**config.mk**
```make
export PLATFORM = sky130hd
export DESIGN_NAME = alp_device_flat
export DESIGN_NICKNAME = d
export VERILOG_FILES = /design/src/include/alp_pkg.sv /design/src/include/alp_link_if.sv /design/src/core/alp_device.sv /design/src/flat_wrapper.sv
export VERILOG_INCLUDE_DIRS = /design/src /design/src/include
export SDC_FILE = /design/constraint.sdc
export NUM_CORES = 1
export LEC_CHECK = 0
export BUFFER_PORTS_ARGS = -buffer_cell sky130_fd_sc_hd__buf_2
export CORE_MARGIN = 2
export CORE_UTILIZATION = 55
export CTS_BUF_LIST = sky130_fd_sc_hd__clkbuf_8
export DETAILED_ROUTE_END_ITERATION = 6
export PLACE_DENSITY = 0.87
export RECOVER_POWER = 25
export SETUP_SLACK_MARGIN = 0.3
export SLEW_MARGIN = 20
export SYNTH_ARGS = -nofsm -noshare
export SYNTH_HDL_FRONTEND = slang
export SYNTH_SLANG_ARGS = --single-unit
```
**constraint.sdc**
```tcl
create_clock -name mclk -period 2.1 [get_ports mclk]
set_input_delay 0.21 -clock mclk [delete_from_list [all_inputs] [get_ports mclk]]
set_output_delay 0.21 -clock mclk [all_outputs]
set_load 0.03 [all_outputs]
```
**src/include/alp_cfg.svh**
```systemverilog
// alp_cfg.svh : offsets, field positions, reset values and timing counts
`ifndef ALP_CFG_SVH
`define ALP_CFG_SVH

// ---------------------------------------------------------------
// clock
// ---------------------------------------------------------------
`define ALP_MCLK_MHZ        20

// ---------------------------------------------------------------
// register map and fields
// ---------------------------------------------------------------
`define ALP_UNLOCK_ADDR     8'h05
`define ALP_UNLOCK_KEY      8'h69
`define ALP_PWRCTL_ADDR     8'h04
`define ALP_DEEP_BIT        0
`define ALP_LIGHT_BIT       1
`define ALP_PWRCTL_RST      8'h00

// ---------------------------------------------------------------
// times in ns and derived cycle counts
// ---------------------------------------------------------------
`define ALP_CONV_NS         1000
`define ALP_WAKE_NS         2000
`define ALP_PWRUP_NS        100000
// conversion length is a fixed duration, rounded down
`define ALP_CONV_CYC  ((`ALP_CONV_NS * `ALP_MCLK_MHZ) / 1000)
// least times, rounded up
`define ALP_WAKE_CYC  ((`ALP_WAKE_NS * `ALP_MCLK_MHZ + 999) / 1000)
`define ALP_PWRUP_CYC ((`ALP_PWRUP_NS * `ALP_MCLK_MHZ + 999) / 1000)
// extra high time the host keeps past the conversion (sync latency)
`define ALP_HOST_MARGIN     8
`define ALP_CNT_W           12

`endif

```
**src/include/alp_pkg.sv**
```systemverilog
// alp_pkg.sv : state types shared by both ends
package alp_pkg;

  // ---------------------------------------------------------------
  // device power modes
  // ---------------------------------------------------------------
  typedef enum logic [2:0] {
    ALP_D_ACQ,
    ALP_D_CONV,
    ALP_D_LIGHT,
    ALP_D_DEEP,
    ALP_D_PWRUP
  } alp_dev_state_t;

  // ---------------------------------------------------------------
  // host sequencer states
  // ---------------------------------------------------------------
  typedef enum logic [2:0] {
    ALP_H_IDLE,
    ALP_H_KEY,
    ALP_H_CTL,
    ALP_H_HIGH,
    ALP_H_HOLD
  } alp_host_state_t;

endpackage : alp_pkg

```
**src/include/alp_link_if.sv**
```systemverilog
// alp_link_if.sv : pins between host controller and converter
`timescale 1ns/1ps
interface alp_link_if;
  logic       convert_start_select; // host driven start / select pin
  logic       ready_indicator;      // device driven ready pin
  logic       wr_valid;             // one-cycle register write strobe
  logic [7:0] wr_addr;              // register address of the write
  logic [7:0] wr_data;              // data of the write

  modport dev (
    input  convert_start_select,
    input  wr_valid,
    input  wr_addr,
    input  wr_data,
    output ready_indicator
  );

  modport host (
    output convert_start_select,
    output wr_valid,
    output wr_addr,
    output wr_data,
    input  ready_indicator
  );
endinterface : alp_link_if

```
**src/core/alp_device.sv**
```systemverilog
// alp_device.sv : converter end, power control register and power modes
`timescale 1ns/1ps
`include "alp_cfg.svh"
// Operation
// - normal mode keeps all blocks powered
// - host writes key to unlock address first
// - light enable, select high: enter light sleep
// - light sleep reduces power during acquisition
// - select falling edge ends light sleep
// - host waits wake time before next rise
// - deep bit set: next rise enters deep
// - deep: analog off, interface and registers kept
// - ready pin high while in deep sleep
// - clearing deep bit starts power-up, ready high
// - host waits power-up time before converting
module alp_device (
  input  wire logic              mclk,
  input  wire logic              nrst,
  alp_link_if.dev                link,
  output logic                   light_sleep_enable, // control bit
  output logic                   deep_sleep_request, // control bit
  output logic                   unlocked,           // key accepted
  output alp_pkg::alp_dev_state_t power_mode,       // current mode
  output logic                   analog_power_on,    // analog supplied
  output logic                   reduced_power,      // low-power bias
  output logic                   conv_done           // end of convert
);
  import alp_pkg::*;

  // ---------------------------------------------------------------
  // select pin synchroniser and edge detection
  // ---------------------------------------------------------------
  logic                  cs1;        // stage 1, read by stage 2 only
  logic                  cs2;        // stage 2
  logic                  cs3;        // stage 3
  logic                  cs_level;   // accepted pin level
  logic                  cs_prev;    // accepted level one cycle ago
  logic                  cs_rise;    // accepted rising edge
  logic                  cs_fall;    // accepted falling edge
  logic [`ALP_CNT_W-1:0] cnt;        // conversion / power-up counter
  logic                  ready_q;    // registered ready pin

  // three flops; a change counts once stages 2 and 3 agree
  always_ff @(posedge mclk or negedge nrst) begin
    if (!nrst) begin
      cs1      <= 1'b0;
      cs2      <= 1'b0;
      cs3      <= 1'b0;
      cs_level <= 1'b0;
      cs_prev  <= 1'b0;
    end else begin
      cs1     <= link.convert_start_select;
      cs2     <= cs1;
      cs3     <= cs2;
      cs_prev <= cs_level;
      if (cs2 == cs3) begin
        cs_level <= cs3;
      end
    end
  end

  // edges come from the accepted level, so a glitch shorter than
  // two cycles never reaches the mode sequencer
  assign cs_rise = cs_level && !cs_prev;
  assign cs_fall = !cs_level && cs_prev;

  // ---------------------------------------------------------------
  // power control register with unlock key
  // ---------------------------------------------------------------
  // reset image kept as an eight-bit constant so each field can be
  // picked by position instead of narrowed by a shift
  localparam logic [7:0] pwrctl_rst = `ALP_PWRCTL_RST;

  logic                  key_wr;     // write aimed at the unlock address
  logic                  ctl_wr;     // write aimed at the control address

  // address decode of the one-cycle write strobe
  assign key_wr = link.wr_valid && (link.wr_addr == `ALP_UNLOCK_ADDR);
  assign ctl_wr = link.wr_valid && (link.wr_addr == `ALP_PWRCTL_ADDR);

  // the key arms one control write only; a stray write after it
  // must be keyed again, which keeps a runaway host from sleeping us
  // writes to other addresses leave the armed key as it is
  always_ff @(posedge mclk or negedge nrst) begin
    if (!nrst) begin
      unlocked <= 1'b0;
    end else if (key_wr) begin
      // a wrong key disarms as well, not only the right one arms
      unlocked <= (link.wr_data == `ALP_UNLOCK_KEY);
    end else if (ctl_wr) begin
      unlocked <= 1'b0; // spent, whether or not the write landed
    end
  end

  // control bits; served in every mode, deep sleep included
  always_ff @(posedge mclk or negedge nrst) begin
    if (!nrst) begin
      light_sleep_enable <= pwrctl_rst[`ALP_LIGHT_BIT];
      deep_sleep_request <= pwrctl_rst[`ALP_DEEP_BIT];
    end else if (ctl_wr && unlocked) begin
      light_sleep_enable <= link.wr_data[`ALP_LIGHT_BIT];
      deep_sleep_request <= link.wr_data[`ALP_DEEP_BIT];
    end
    // an unkeyed control write falls through and changes nothing
  end

  // ---------------------------------------------------------------
  // power mode sequencer
  // ---------------------------------------------------------------
  // writes are served in every mode, so deep sleep never blocks
  // the interface and the register keeps its value throughout
  // the counter is shared by conversion and power-up, which never
  // overlap, so one down-counter serves both
  always_ff @(posedge mclk or negedge nrst) begin
    if (!nrst) begin
      power_mode <= ALP_D_ACQ;
      cnt        <= '0;
      conv_done  <= 1'b0;
    end else begin
      conv_done <= 1'b0;
      case (power_mode)
        ALP_D_ACQ: begin
          // a rise starts work; the deep bit decides which kind
          if (cs_rise && deep_sleep_request) begin
            // no conversion on this edge, straight to deep sleep
            power_mode <= ALP_D_DEEP;
          end else if (cs_rise) begin
            // counter holds the cycles left after this one
            cnt        <= `ALP_CNT_W'(`ALP_CONV_CYC - 1);
            power_mode <= ALP_D_CONV;
          end
          // a fall here is only the tail of the last frame
        end
        ALP_D_CONV: begin
          if (cnt != '0) begin
            cnt <= cnt - 1'b1;
          end else begin
            conv_done <= 1'b1;
            // the level is sampled only at the end of conversion
            if (light_sleep_enable && cs_level) begin
              power_mode <= ALP_D_LIGHT;
            end else begin
              power_mode <= ALP_D_ACQ;
            end
          end
        end
        ALP_D_LIGHT: begin
          // a rise cannot arrive here, the pin is already high
          if (cs_fall) begin
            power_mode <= ALP_D_ACQ;
          end
        end
        ALP_D_DEEP: begin
          // select edges are ignored; only the cleared bit wakes us
          if (!deep_sleep_request) begin
            cnt        <= `ALP_CNT_W'(`ALP_PWRUP_CYC - 1);
            power_mode <= ALP_D_PWRUP;
          end
        end
        ALP_D_PWRUP: begin
          // select edges here are ignored; host must wait it out
          if (cnt != '0) begin
            cnt <= cnt - 1'b1;
          end else begin
            power_mode <= ALP_D_ACQ;
          end
        end
        default: begin
          power_mode <= ALP_D_ACQ;
        end
      endcase
    end
  end

  // ---------------------------------------------------------------
  // power enables and ready pin, all registered
  // ---------------------------------------------------------------
  // each output follows the mode one cycle late; the lag keeps the
  // pins free of decode glitches at the cost of one cycle of latency

  // analog supply: on in acquisition, conversion and light sleep, so no
  // block is powered down between conversions outside deep and power-up
  always_ff @(posedge mclk or negedge nrst) begin
    if (!nrst) begin
      analog_power_on <= 1'b1; // powered from reset on
    end else begin
      analog_power_on <= (power_mode != ALP_D_DEEP) &&
                         (power_mode != ALP_D_PWRUP);
    end
  end

  // low-power bias only while napping in the acquisition phase
  always_ff @(posedge mclk or negedge nrst) begin
    if (!nrst) begin
      reduced_power <= 1'b0; // full bias after reset
    end else begin
      reduced_power <= (power_mode == ALP_D_LIGHT);
    end
  end

  // ready low only while converting; high in deep and power-up
  // alike, so the host may write at any time outside a conversion
  always_ff @(posedge mclk or negedge nrst) begin
    if (!nrst) begin
      ready_q <= 1'b1; // ready from reset on
    end else begin
      ready_q <= (power_mode != ALP_D_CONV);
    end
  end

  assign link.ready_indicator = ready_q;

endmodule : alp_device

```
**src/flat_wrapper.sv**
```systemverilog
// flat-port wrapper written by rule: the top's interface ports become plain ports
module alp_device_flat import alp_pkg::*;
  (mclk, nrst, light_sleep_enable, deep_sleep_request, unlocked, power_mode, analog_power_on, reduced_power, conv_done, link_convert_start_select, link_wr_valid, link_wr_addr, link_wr_data, link_ready_indicator);
  alp_link_if link_i ();
  input  wire logic mclk;
  input  wire logic nrst;
  output logic light_sleep_enable;
  output logic deep_sleep_request;
  output logic unlocked;
  output alp_pkg::alp_dev_state_t power_mode;
  output logic analog_power_on;
  output logic reduced_power;
  output logic conv_done;
  input wire logic [$bits(link_i.convert_start_select)-1:0] link_convert_start_select;
  input wire logic [$bits(link_i.wr_valid)-1:0] link_wr_valid;
  input wire logic [$bits(link_i.wr_addr)-1:0] link_wr_addr;
  input wire logic [$bits(link_i.wr_data)-1:0] link_wr_data;
  output wire logic [$bits(link_i.ready_indicator)-1:0] link_ready_indicator;
  assign link_i.convert_start_select = link_convert_start_select;
  assign link_i.wr_valid = link_wr_valid;
  assign link_i.wr_addr = link_wr_addr;
  assign link_i.wr_data = link_wr_data;
  assign link_ready_indicator = link_i.ready_indicator;
  alp_device u_core (.mclk(mclk), .nrst(nrst), .link(link_i), .light_sleep_enable(light_sleep_enable), .deep_sleep_request(deep_sleep_request), .unlocked(unlocked), .power_mode(power_mode), .analog_power_on(analog_power_on), .reduced_power(reduced_power), .conv_done(conv_done));
endmodule
```
==> results.txt, run 1 <==
Of the total power, registers draw 0.374. Measured against the total synthesized area, the mux share comes to 0.0158. The startpoint identified for the worst hold timing path is link_convert_start_select. The source-to-sink clock delay at the later pin of the worst-skew pair came out at 270 ps. The number of nets in the synthesized netlist came out at 165. The share of total power dissipated in the clock network is 0.127. On the critical path, the stage with the largest delay is an instance of sky130_fd_sc_hd__dfrtp_1.

The maximum vdd ir drop came out at 0.000954 V. The critical path arrival came out at 1980 ps. The via count of the first global-routing pass is 1273. The summed instance area of the synthesized netlist is 0.00143 mm². The count of distinct cell types in the synthesized netlist is 45. In this run the remaining antenna-violating nets after routing total 0.

The post-synthesis adder-cell area fraction is 0.0158. The peak per-stage delay on the critical path is 430 ps. The cell sitting at the root of the clock tree is a sky130_fd_sc_hd__clkbuf_8. The number of vias per cell came out at 6.24.

The areal power density over the cells is 1260 mW/mm². The area share of the leading cell type in the synthesized netlist came out at 0.438. The maximum root-to-sink buffer count is 2.

The residual DRC count came out at 0. The clock-pin slew on the worst setup and hold paths is 90 ps. The length of the first detailed-routing pass in iterations is 4.

A synthesized cell averages 9.91 µm². Setup violations remaining at the end of the flow were counted as 0. The highest achievable clock rate came out at 550 MHz. The overflow left after global routing came out at 0. The count of mapped cells out of synthesis is 144.

The routed wire length per instance is 17.7 µm. The minimum clock period came out at 1820 ps. The area fraction in and, or, nand and nor cells after synthesis is 0.267.

The first global-routing pass estimated 5490 µm of wire. The switching power total is 0.999 mW. The x dimension of the die is 54.9 µm. The final number of hold-violating endpoints came out at 0. The number of max-slew violations in the final report came out at 0. The depth of the worst hold-timing path came out at 1.

The number of cells traversed by the worst register-to-register path is 5. The share of layout cells above drive strength 1 is 0.407. The initial DRC count is 43. The internal power consumption came out at 1.30 mW. Synthesis inferred 27 register bits. Setup slack on the worst reg-to-reg path comes out at 280 ps. The area of the die came out at 0.00302 mm².

The antenna diode count is 0. The number of top-level pins came out at 30. For this configuration, the core starts out at a cell density of 0.576.

The worst clock skew on the final layout is 1.84 ps. The largest net degree at the start of global routing came out at 28. The count of buffers added on input and output ports is 29. STA classifies the critical path endpoint as a register. The number of enable-type register cells in the synthesized netlist came out at 0. Counting flops with an async set or reset pin after synthesis yields a share of 1.00. Summed over all layers, the routed wires come to 3870 µm. The global-route total usage across every layer came out at 0.250.

Yosys attributes the largest share of cell area to sky130_fd_sc_hd__dfrtp_1, sky130_fd_sc_hd__a21oi_1, sky130_fd_sc_hd__dfstp_2. The measured slew at the worst slew-check pin came out at 1460 ps. The switching share of total power came out at 0.435. The worst slew margin relative to its limit came out at 0.0292. The commonest cells after synthesis are sky130_fd_sc_hd__dfrtp_1, sky130_fd_sc_hd__a21oi_1, sky130_fd_sc_hd__nand2_1.

The xor-xnor portion of the synthesized cell area came out at 0.00613. The critical path data required time came out at 2260 ps. The layout net count came out at 211. The max-cap check violation count came out at 0. The endpoint identified for the worst register-to-register timing path is u_core.cnt[10]. In this run, CTS created clock tree buffers numbering 3. In this run the static leakage power is 0.829 nW. The final setup TNS is 0 ps.

The core area came out at 0.00248 mm². The kind of start point of the critical path is a register. The tightest min-delay check is of the in -> reg type. The flow ran to the end, and the final reports show no timing, DRC or antenna violations.

CTS built an H-tree with a depth of 1. Setup repair after global routing could not meet its margin everywhere. The signal on the critical path passes through or3_4 -> nor4_4 -> and3_4 -> or2_4 -> o22ai_1.

The sequential fraction of the synthesis area is 0.475. Of the total power, combinational logic draws 0.499. The number of antenna violations at the first check in global routing is 0. Clock tree synthesis found a total of 27 sinks. At the end of routability-driven placement, the weighted congestion stood at 0.850.

In the synthesized netlist the dominant register cell turns out to be sky130_fd_sc_hd__dfrtp_1. The die is 54.9 µm tall. The number of core rows came out at 18. The compound-cell area share of the yosys netlist is 0.174. The via count came out at 1367. After synthesis, the largest family of logic cells by area is simple AND/OR/NAND/NOR gates. The post-route worst hold slack is 39.8 ps. The worst setup path is of the reg -> reg kind. The worst-path maximum fanout came out at 5. In this run the critical register-to-register path is launched from u_core.cnt[6]. The capture endpoint of the worst hold path is u_core.cs1. The area added between synthesis and finish came out at 28.0%.

TritonCTS built the clock tree. sky130_fd_sc_hd__dfrtp_1 is the most common cell in the netlist. The Yosys warning count came out at 0.

Summed over all nets, the half-perimeter wirelength after detailed placement is 2270 µm. The share of the cycle needed by the critical path after routing came out at 0.865. The synthesized design spends more area on one cell type than any other, namely sky130_fd_sc_hd__dfrtp_1.
==> registers in the layout (all words and copies together) (netlist names) <==
name,cells
u_core.cs2,1
u_core.cs_level,1
u_core.cs1,1
u_core.analog_power_on,1
u_core.unlocked,1
u_core.cs_prev,1
u_core.deep_sleep_request,1
u_core.link.ready_indicator,1
u_core.light_sleep_enable,1
u_core.cnt,12
u_core.reduced_power,1
u_core.cs3,1
u_core.power_mode,3
u_core.conv_done,1
==> cells by family (layout without fill, tap and decap cells) <==
logic type | count (synthesis) | in the layout
flops | 27 | 27
simple gates | 60 | 62
buf+inv | 13 | 56
compound gates | 39 | 39
xor+xnor | 1 | 1
mux | 2 | 2
fa+ha+maj | 2 | 2
==> what timing repair did <==
action                                  in CTS  in global routing
gates resized for setup                      1                 13
endpoints found under the setup margin      13                 13
pin swaps                                    1                 10
cloned                                       0                  2
endpoints found under the hold margin       25                  0
setup buffers                                5                  5
hold buffers                                 1                  0
==> cell usage in the layout, fill, tap and decap left out, drive strengths merged, types with 2 or more instances in the layout <==
master,count
nor2,11
nand2,13
mux2,2
dfstp,2
nor4b,2
nand2b,2
a31oi,4
nand3,3
buf,44
inv,6
dfrtp,25
nor3b,2
and3,2
o31ai,5
a21oi,14
or2,3
nand4b,2
or4,2
a211oi,2
nor4,4
o21ai,8
clkbuf,4
nor3,9
==> layer usage <==
| layer | track usage | vias to the layer above | part of all wire |
|---|---|---|---|
| met4 | 0.134 | 0 | 0.010 |
| met5 | 0 | - | 0 |
| met2 | 0.409 | 52 | 0.51 |
| li1 | - | 628 | - |
| met1 | 0.319 | 681 | 0.43 |
| met3 | 0.0403 | 6 | 0.051 |
==> worst max path at each step <==
stage                   from              endpoint  slack (ps)  cells past startpoint
5_1_grt                 nrst        u_core.cs_prev         150                      2
6_report       u_core.cnt[6]        u_core.cnt[10]         280                      5
3_3_place_gp   u_core.cnt[1]        u_core.cnt[10]         150                      7
2_1_floorplan  u_core.cnt[1]  u_core.power_mode[0]         280                      8
4_1_cts        u_core.cnt[0]        u_core.cnt[11]         300                      7
3_5_place_dp   u_core.cnt[1]        u_core.cnt[10]          40                      7
==> cell type report <==
type | instances | area, µm²
tap | 30 | 37.5
timing repair buffer | 46 | 278
clock inverter | 1 | 5.00
clock buffer | 3 | 41.3
sequential | 27 | 678
multi-input combinational | 106 | 764
fill | 194 | 651
inverter | 6 | 22.5
==> power groups by stage <==
| stage | Clock (mW) | Sequential (mW) | Combinational [mW] |
|---|---|---|---|
| CTS | 0.297 | 0.840 | 0.933 |
| global route | 0.315 | 0.873 | 1.25 |
| floorplan | 0 | 0.857 | 0.651 |
| finish | 0.293 | 0.859 | 1.15 |
| detailed placement | 0 | 0.855 | 0.888 |
| global placement | 0 | 0.842 | 0.850 |
==> through the flow <==
step	instance area [µm²]	utilization	setup slack [ps]	power [mW]	std cells
finish	1830	0.737	283	2.30	219
CTS	1720	0.694	302	2.07	212
detailed placement	1620	0.656	36.5	1.74	202
floorplan	1440	-	284	1.51	144
global route	1830	0.737	150	2.44	219
global placement	1620	0.656	148	1.69	202
==> critical path: cells and delay by family (launching register included) <==
| family | cells | cell delay (ps) |
|---|---|---|
| and+or+nand+nor | 4 | 1170 |
| DFF | 1 | 430 |
| AOI/OAI and AO/OA | 1 | 100 |
Power figures use the tool's default switching activity.
==> run 2, diff against run 1 <==
CORE_UTILIZATION = 56   (was 55)
PLACE_DENSITY = 0.88   (was 0.87)
==> run 2 against run 1 <==
Compared with the run above: non-clock buffer count grew 1; via count down 2.9%; count of clock-buffer cells in the layout unchanged; sequential power shrank 3.3%; hold slack got worse by 6.4 ps; combinational power shrank 8%; design area shrank 1.8%; clock power about the same; critical path depth stayed put; global-route usage shrank 0.52 points; first-iteration DRC count is 4.7% lower.
==> results.txt, run 2 (synthesis gave the netlist of run 1 again) <==
The die covers 0.00297 mm². The finished layout holds 220 standard cells, fillers aside. The root cell of the clock tree is sky130_fd_sc_hd__clkbuf_8. Traced cell by cell, the critical path runs through or3_4 -> nor4_4 -> and3_4 -> nor2b_2 -> o31a_1.

The flip-flop count of the largest register, all copies and words added came out at 12. The kind of start point of the critical path is a register. The number of buffers and inverters on the critical path is 0. The largest registers in the layout are u_core.cnt: 12 flops, u_core.power_mode: 3 flops. Summed over all cells, the static leakage comes to 0.825 nW. The overflow left after global routing is 0. 30 I/O pins were placed.

The clock sink total is 27. Before antenna repair, the detailed router went through 4 iterations. The via count of the first global-routing pass came out at 1190. The number of antenna violations at the first check in global routing was 0. The share of layout cells above drive strength 1 is 0.374. The floorplan step set the die height to 54.5 µm. The post-route worst hold slack is 33.4 ps.

The highest achievable clock rate came out at 560 MHz. The leading cell type in the layout, fill and taps excluded is sky130_fd_sc_hd__buf_2. Clock skew on the completed layout was measured at 2.72 ps.

The number of H-tree levels is 1. At the pin with the least slew margin, the transition time is 1430 ps. The estimated wirelength of the detail-placed design is 2280 µm. STA puts the critical path data arrival time at 1950 ps. The via count came out at 1328. STA classifies the critical path endpoint as a register. The count of nets left with antenna violations once routing finished came out at 0.

Entering global routing, the biggest net connects 28 pins. Clock-pin slew was measured on the worst setup and hold paths at 90 ps. On the critical path the largest part of the delay comes from simple AND/OR/NAND/NOR gates. The total setup violations reported at the end of the flow came out at 0.

The global-route total usage across every layer came out at 0.245. The library cells used most frequently in the layout, excluding fill and tap cells, are sky130_fd_sc_hd__buf_2, sky130_fd_sc_hd__dfrtp_1, sky130_fd_sc_hd__buf_4. The worst-path maximum fanout is 6. The overall routed net length is 3370 µm. IR analysis of the VDD net gives a maximum drop of 0.000694 V. TritonCTS built the clock tree.

The CTS buffer count came out at 3. The worst path needs 1780 ps of the cycle, external delays included. The share of the cycle needed by the critical path after routing is 0.850. The routed wire length per instance is 15.3 µm.

The number of core rows is 18. Setup repair after global routing could not meet its margin everywhere. Once routing completed, OpenROAD measured the worst setup slack at 315 ps. The number of vias per cell came out at 6.04. The maximum root-to-sink buffer count came out at 2. The critical path data required time came out at 2270 ps. During placement, the flow inserted port buffers numbering 29. The antenna diode count is 0. The layout net count is 212. The flow ran to the end, and the final reports show no timing, DRC or antenna violations. The worst slack at placement is -3.73 ps. The source-to-sink clock delay at the later pin of the worst-skew pair is 270 ps.

The class of the tightest hold or removal check is in -> reg. The wire length of the first global-routing pass came out at 5150 µm. Across the run, the number of max-cap violations was 0. The residual DRC count came out at 0.

The initial utilization of the core area, before any placement, comes to 0.582. The register bank with the most flops is u_core.cnt. The x dimension of the die is 54.5 µm. The number of max-slew violations in the final report is 0. The peak per-stage delay on the critical path came out at 410 ps. The cell with the largest stage delay on the worst path is sky130_fd_sc_hd__dfrtp_1.

Counting tap cells, the placed design contains a total of 202 instances. The final number of hold-violating endpoints came out at 0. The area added between synthesis and finish came out at 25.7%. The areal power density over the cells came out at 1220 mW/mm². The setup path with the least slack is of type reg -> reg. The initial DRC count is 41. The worst slew margin relative to its limit came out at 0.0461.

The core area came out at 0.00245 mm². At the end of routability-driven placement, the weighted congestion stood at 0.796.
==> run 2: what timing repair did <==
item,4_1_cts,5_1_grt
resized for setup,1,5
hold buffers,1,0
gates cloned,0,2
pin swaps,1,6
setup endpoints to repair,13,13
setup buffers,6,5
endpoints found under the hold margin,25,0
==> run 2: cell type report <==
cell class	instances	area (µm²)
tap	30	37.5
sequential	27	678
timing repair buffer	47	282
multi-input combinational	106	729
clock inverter	1	3.75
fill	182	661
clock buffer	3	41.3
inverter	6	22.5
==> run 2: where the power goes <==
group          total, mW  internal, mW  switching (mW)
clock network      0.293         0.131           0.161
logic               1.06         0.479           0.583
registers          0.831         0.669           0.162
==> run 2: per-stage QoR <==
step | utilization | power [mW] | area [µm²] | setup TNS (ps)
after floorplan | - | 1.51 | 1440 | 0
after global placement | 0.662 | 1.68 | 1620 | 0
after detailed placement | 0.662 | 1.74 | 1620 | -3.73
after CTS | 0.703 | 2.07 | 1730 | 0
after global routing | 0.731 | 2.33 | 1790 | 0
final | 0.731 | 2.18 | 1790 | 0
==> run 2: worst paths after layout <==
kind,startpoint,endpoint,slack (ps),cells after the start
max in group asynchronous,nrst,u_core.cs2,470,2
setup reg to reg,u_core.cnt[6],u_core.power_mode[0],320,5
hold reg to reg,u_core.cs1,u_core.cs2,360,0
setup / recovery,u_core.cnt[6],u_core.power_mode[0],320,5
hold / removal,link_convert_start_select,u_core.cs1,30,1
min in group asynchronous,nrst,u_core.cnt[7],800,2
==> run 2: routing by layer <==
metal | global-route usage | vias up | share of wire
li1 | - | 628 | -
met1 | 0.285 | 640 | 0.40
met2 | 0.440 | 51 | 0.52
met3 | 0.0383 | 9 | 0.053
met4 | 0.113 | 0 | 0.021
met5 | 0 | - | 0
==> run 3, diff against run 2 <==
CORE_UTILIZATION = 50   (was 56)
PLACE_DENSITY = 0.84   (was 0.88)
clock period = 1.6 ns   (was 2.1 ns; I/O delays follow)
==> run 3 against run 2 <==
Compared with the run above: the run now ends with setup timing left; critical endpoint is now u_core.cnt[0]; clock skew grew 5.1 ps; combinational power is 60% higher; design area rose by 10%; count of clock-buffer cells in the layout is the same; hold slack better by 100 ps; critical path depth rose by 1; largest cell class unchanged; flip-flop and latch count is the same.
==> results.txt, run 3 (synthesis gave the netlist of run 1 again) <==
In the layout the commonest cells are sky130_fd_sc_hd__buf_4, sky130_fd_sc_hd__buf_2, sky130_fd_sc_hd__dfrtp_1. Entering global routing, the biggest net connects 28 pins. The post-layout worst setup margin is -172 ps. The flip-flop count of the largest register, all copies and words added came out at 12. The routability congestion estimate came out at 0.852. The area added between synthesis and finish is 38.3%.

The path class of the tightest hold or removal check is in -> reg. The placed instances occupy a cell area of 0.00183 mm². The number of max-slew violations in the final report is 0. The number of cells traversed by the worst register-to-register path came out at 6. The critical path arrival came out at 1920 ps.

The via count is 1405. u_core.cnt holds more flip-flops than any other register. Setup repair after global routing could not meet its margin everywhere.

The number of core rows is 19. The highest achievable clock rate is 564 MHz. The cell with the largest stage delay on the worst path is sky130_fd_sc_hd__or3_4.

The minimum clock period is 1770 ps. The routed wire length per instance is 14.5 µm. The utilization of the core after routing is 0.722. The wire length of the first global-routing pass came out at 5760 µm. The signal on the critical path passes through or3_4 -> nor4_4 -> and3_4 -> or2_4 -> buf_6 -> a21oi_1.

Counting along the longest clock path gives a buffer depth of 2. By startpoint and endpoint, the worst setup path is classified as reg -> reg. Setup violations remaining at the end of the flow were counted as 15. The depth of the worst hold-timing path is 2.

In the routed design, unresolved DRC markers number 0. The area of the die came out at 0.00330 mm². In this run the worst path has a maximum fanout of 5.

From bottom edge to top edge, the die measures 57.4 µm. The clock tree from TritonCTS is built. The register-to-register setup slack is -170 ps. After clock tree synthesis, the clock-pin slew on the worst setup and hold paths is 90 ps. At the later pin of the worst-skew pair, clock insertion delay measures 270 ps. In the final layout, the registers with the most flip-flops are u_core.cnt: 12 flops, u_core.power_mode: 3 flops. The switching share of total power is 0.406. The initial DRC count came out at 64. The checks that failed: setup timing. The internal power consumption came out at 1.87 mW.

The number of routed nets with antenna violations came out at 0. For the pin with the worst max-slew slack, the measured transition is 688 ps. For this design the ratio of total power to cell area is 1590 mW/mm².

The CTS buffer count came out at 3. The share of the cycle needed by the critical path after routing is 1.11. The part of the power in registers is 0.340.

The estimated wirelength of the detail-placed design is 2520 µm. After global routing the overflow that remains totals 0. The via count of the first global-routing pass is 1405. The post-route non-filler standard cell count is 240.

The layout net count is 231. The worst slack at placement came out at -206 ps. The max-cap check violation count came out at 0.

The global-route total usage across every layer is 0.222. The peak per-stage delay on the critical path came out at 420 ps. The maximum vdd ir drop is 0.00105 V. The worst setup path is captured at a register.

The overall routed net length came out at 3480 µm. The final design instance area without fill came out at 0.00197 mm². The number of H-tree levels is 1. The library cell used most frequently in the layout, excluding fill and tap cells, is sky130_fd_sc_hd__buf_4.

The number of antenna violations at the first check in global routing is 0. The cell sitting at the root of the clock tree is a sky130_fd_sc_hd__clkbuf_8. The x dimension of the die is 57.4 µm.

The reported leakage power is 0.941 nW. The final number of hold-violating endpoints is 0. The hold path startpoint is link_wr_data[0]. The switching power total is 1.28 mW. For the worst setup path, the data required time is 1750 ps.

The placed cell count came out at 230. The core area is 0.00273 mm². The share of layout cells above drive strength 1 is 0.455. After detailed routing, the number of vias per cell comes to 5.85. The part of the power in combinational logic came out at 0.541. The path with the worst hold slack has its endpoint at u_core.deep_sleep_request. The initial core utilization came out at 0.522. The first detailed-routing pass took 4 iterations. STA classifies the critical path startpoint as a register.

The clock sink total came out at 27. The number of top-level pins is 30. The worst slew margin relative to its limit came out at 0.541. The flow ran to the end, but the final reports show violations.

In this run the critical register-to-register path is launched from u_core.cnt[6]. The fraction of power consumed by the clock network came out at 0.119. 0 antenna diodes ended up in the layout. In this run the critical register-to-register path is captured at u_core.cnt[0]. The worst clock skew on the final layout came out at 7.85 ps. Port buffering added 29 buffers.
run 3: changes by cell type in the layout (fill, tap and decap cells not counted), moves of 2 or more:
cell / before / now
sky130_fd_sc_hd__buf_4: 16 / 33
sky130_fd_sc_hd__buf_6: 0 / 2
sky130_fd_sc_hd__o21ai_1: 5 / 3
sky130_fd_sc_hd__o21ai_2: 0 / 2
run 3: power groups by stage:
stage | Sequential [mW] | Clock (mW) | Combinational (mW)
floorplan | 1.12 | 0 | 0.856
global route | 1.09 | 0.418 | 1.85
detailed placement | 1.07 | 0 | 1.53
CTS | 1.06 | 0.386 | 1.63
global placement | 1.06 | 0 | 1.46
finish | 1.07 | 0.375 | 1.70
run 3: worst max-delay path, delay by kind of cell, from the launching register on:
family | cells | cell delay (ps)
buf+inv | 1 | 120
flops | 1 | 390
simple gates | 4 | 1080
compound gates | 1 | 70
run 3: how the worst max path moves through the flow:
| stage | from | end | cells past startpoint |
|---|---|---|---|
| after global routing | u_core.cnt[1] | u_core.cnt[0] | 8 |
| final | u_core.cnt[6] | u_core.cnt[0] | 6 |
| after floorplan | u_core.cnt[1] | u_core.power_mode[0] | 8 |
| after CTS | u_core.cnt[1] | u_core.cnt[2] | 8 |
| after detailed placement | u_core.cnt[1] | u_core.cnt[0] | 8 |
| after global placement | u_core.cnt[1] | u_core.cnt[0] | 8 |
run 3: metal layers:
layer  up-vias  share of wire  track usage
met2        64           0.52        0.403
met4         0          0.020       0.0864
li1        660              -            -
met3         8          0.059       0.0340
met5         -              0            0
met1       673           0.41        0.260
run 3: layout make-up:
cell class              instances  area (µm²)
repair buffers                 67         439
clock buffers                   3        41.3
flip-flops and latches         27         679
multi-input cells             105         749
inverters                       6        22.5
fillers                       192         759
well taps                      31        38.8
clock inverters                 1        3.75
run 3: per-stage QoR:
stage / hold WS (ps) / power, mW / TNS [ps]
detailed placement: 210 / 2.60 / -2100
CTS: 133 / 3.07 / -1640
finish: 138 / 3.15 / -1950
global route: 125 / 3.36 / -3040
floorplan: -136 / 1.98 / -1850
global placement: 190 / 2.52 / -1330
run 3: repair_timing:
item,4_1_cts,5_1_grt
setup buffers,3,0
hold endpoints to repair,26,0
hold buffers,2,0
pin swaps,6,1
endpoints found under the setup margin,16,16
cloned,1,0
resized for setup,7,7
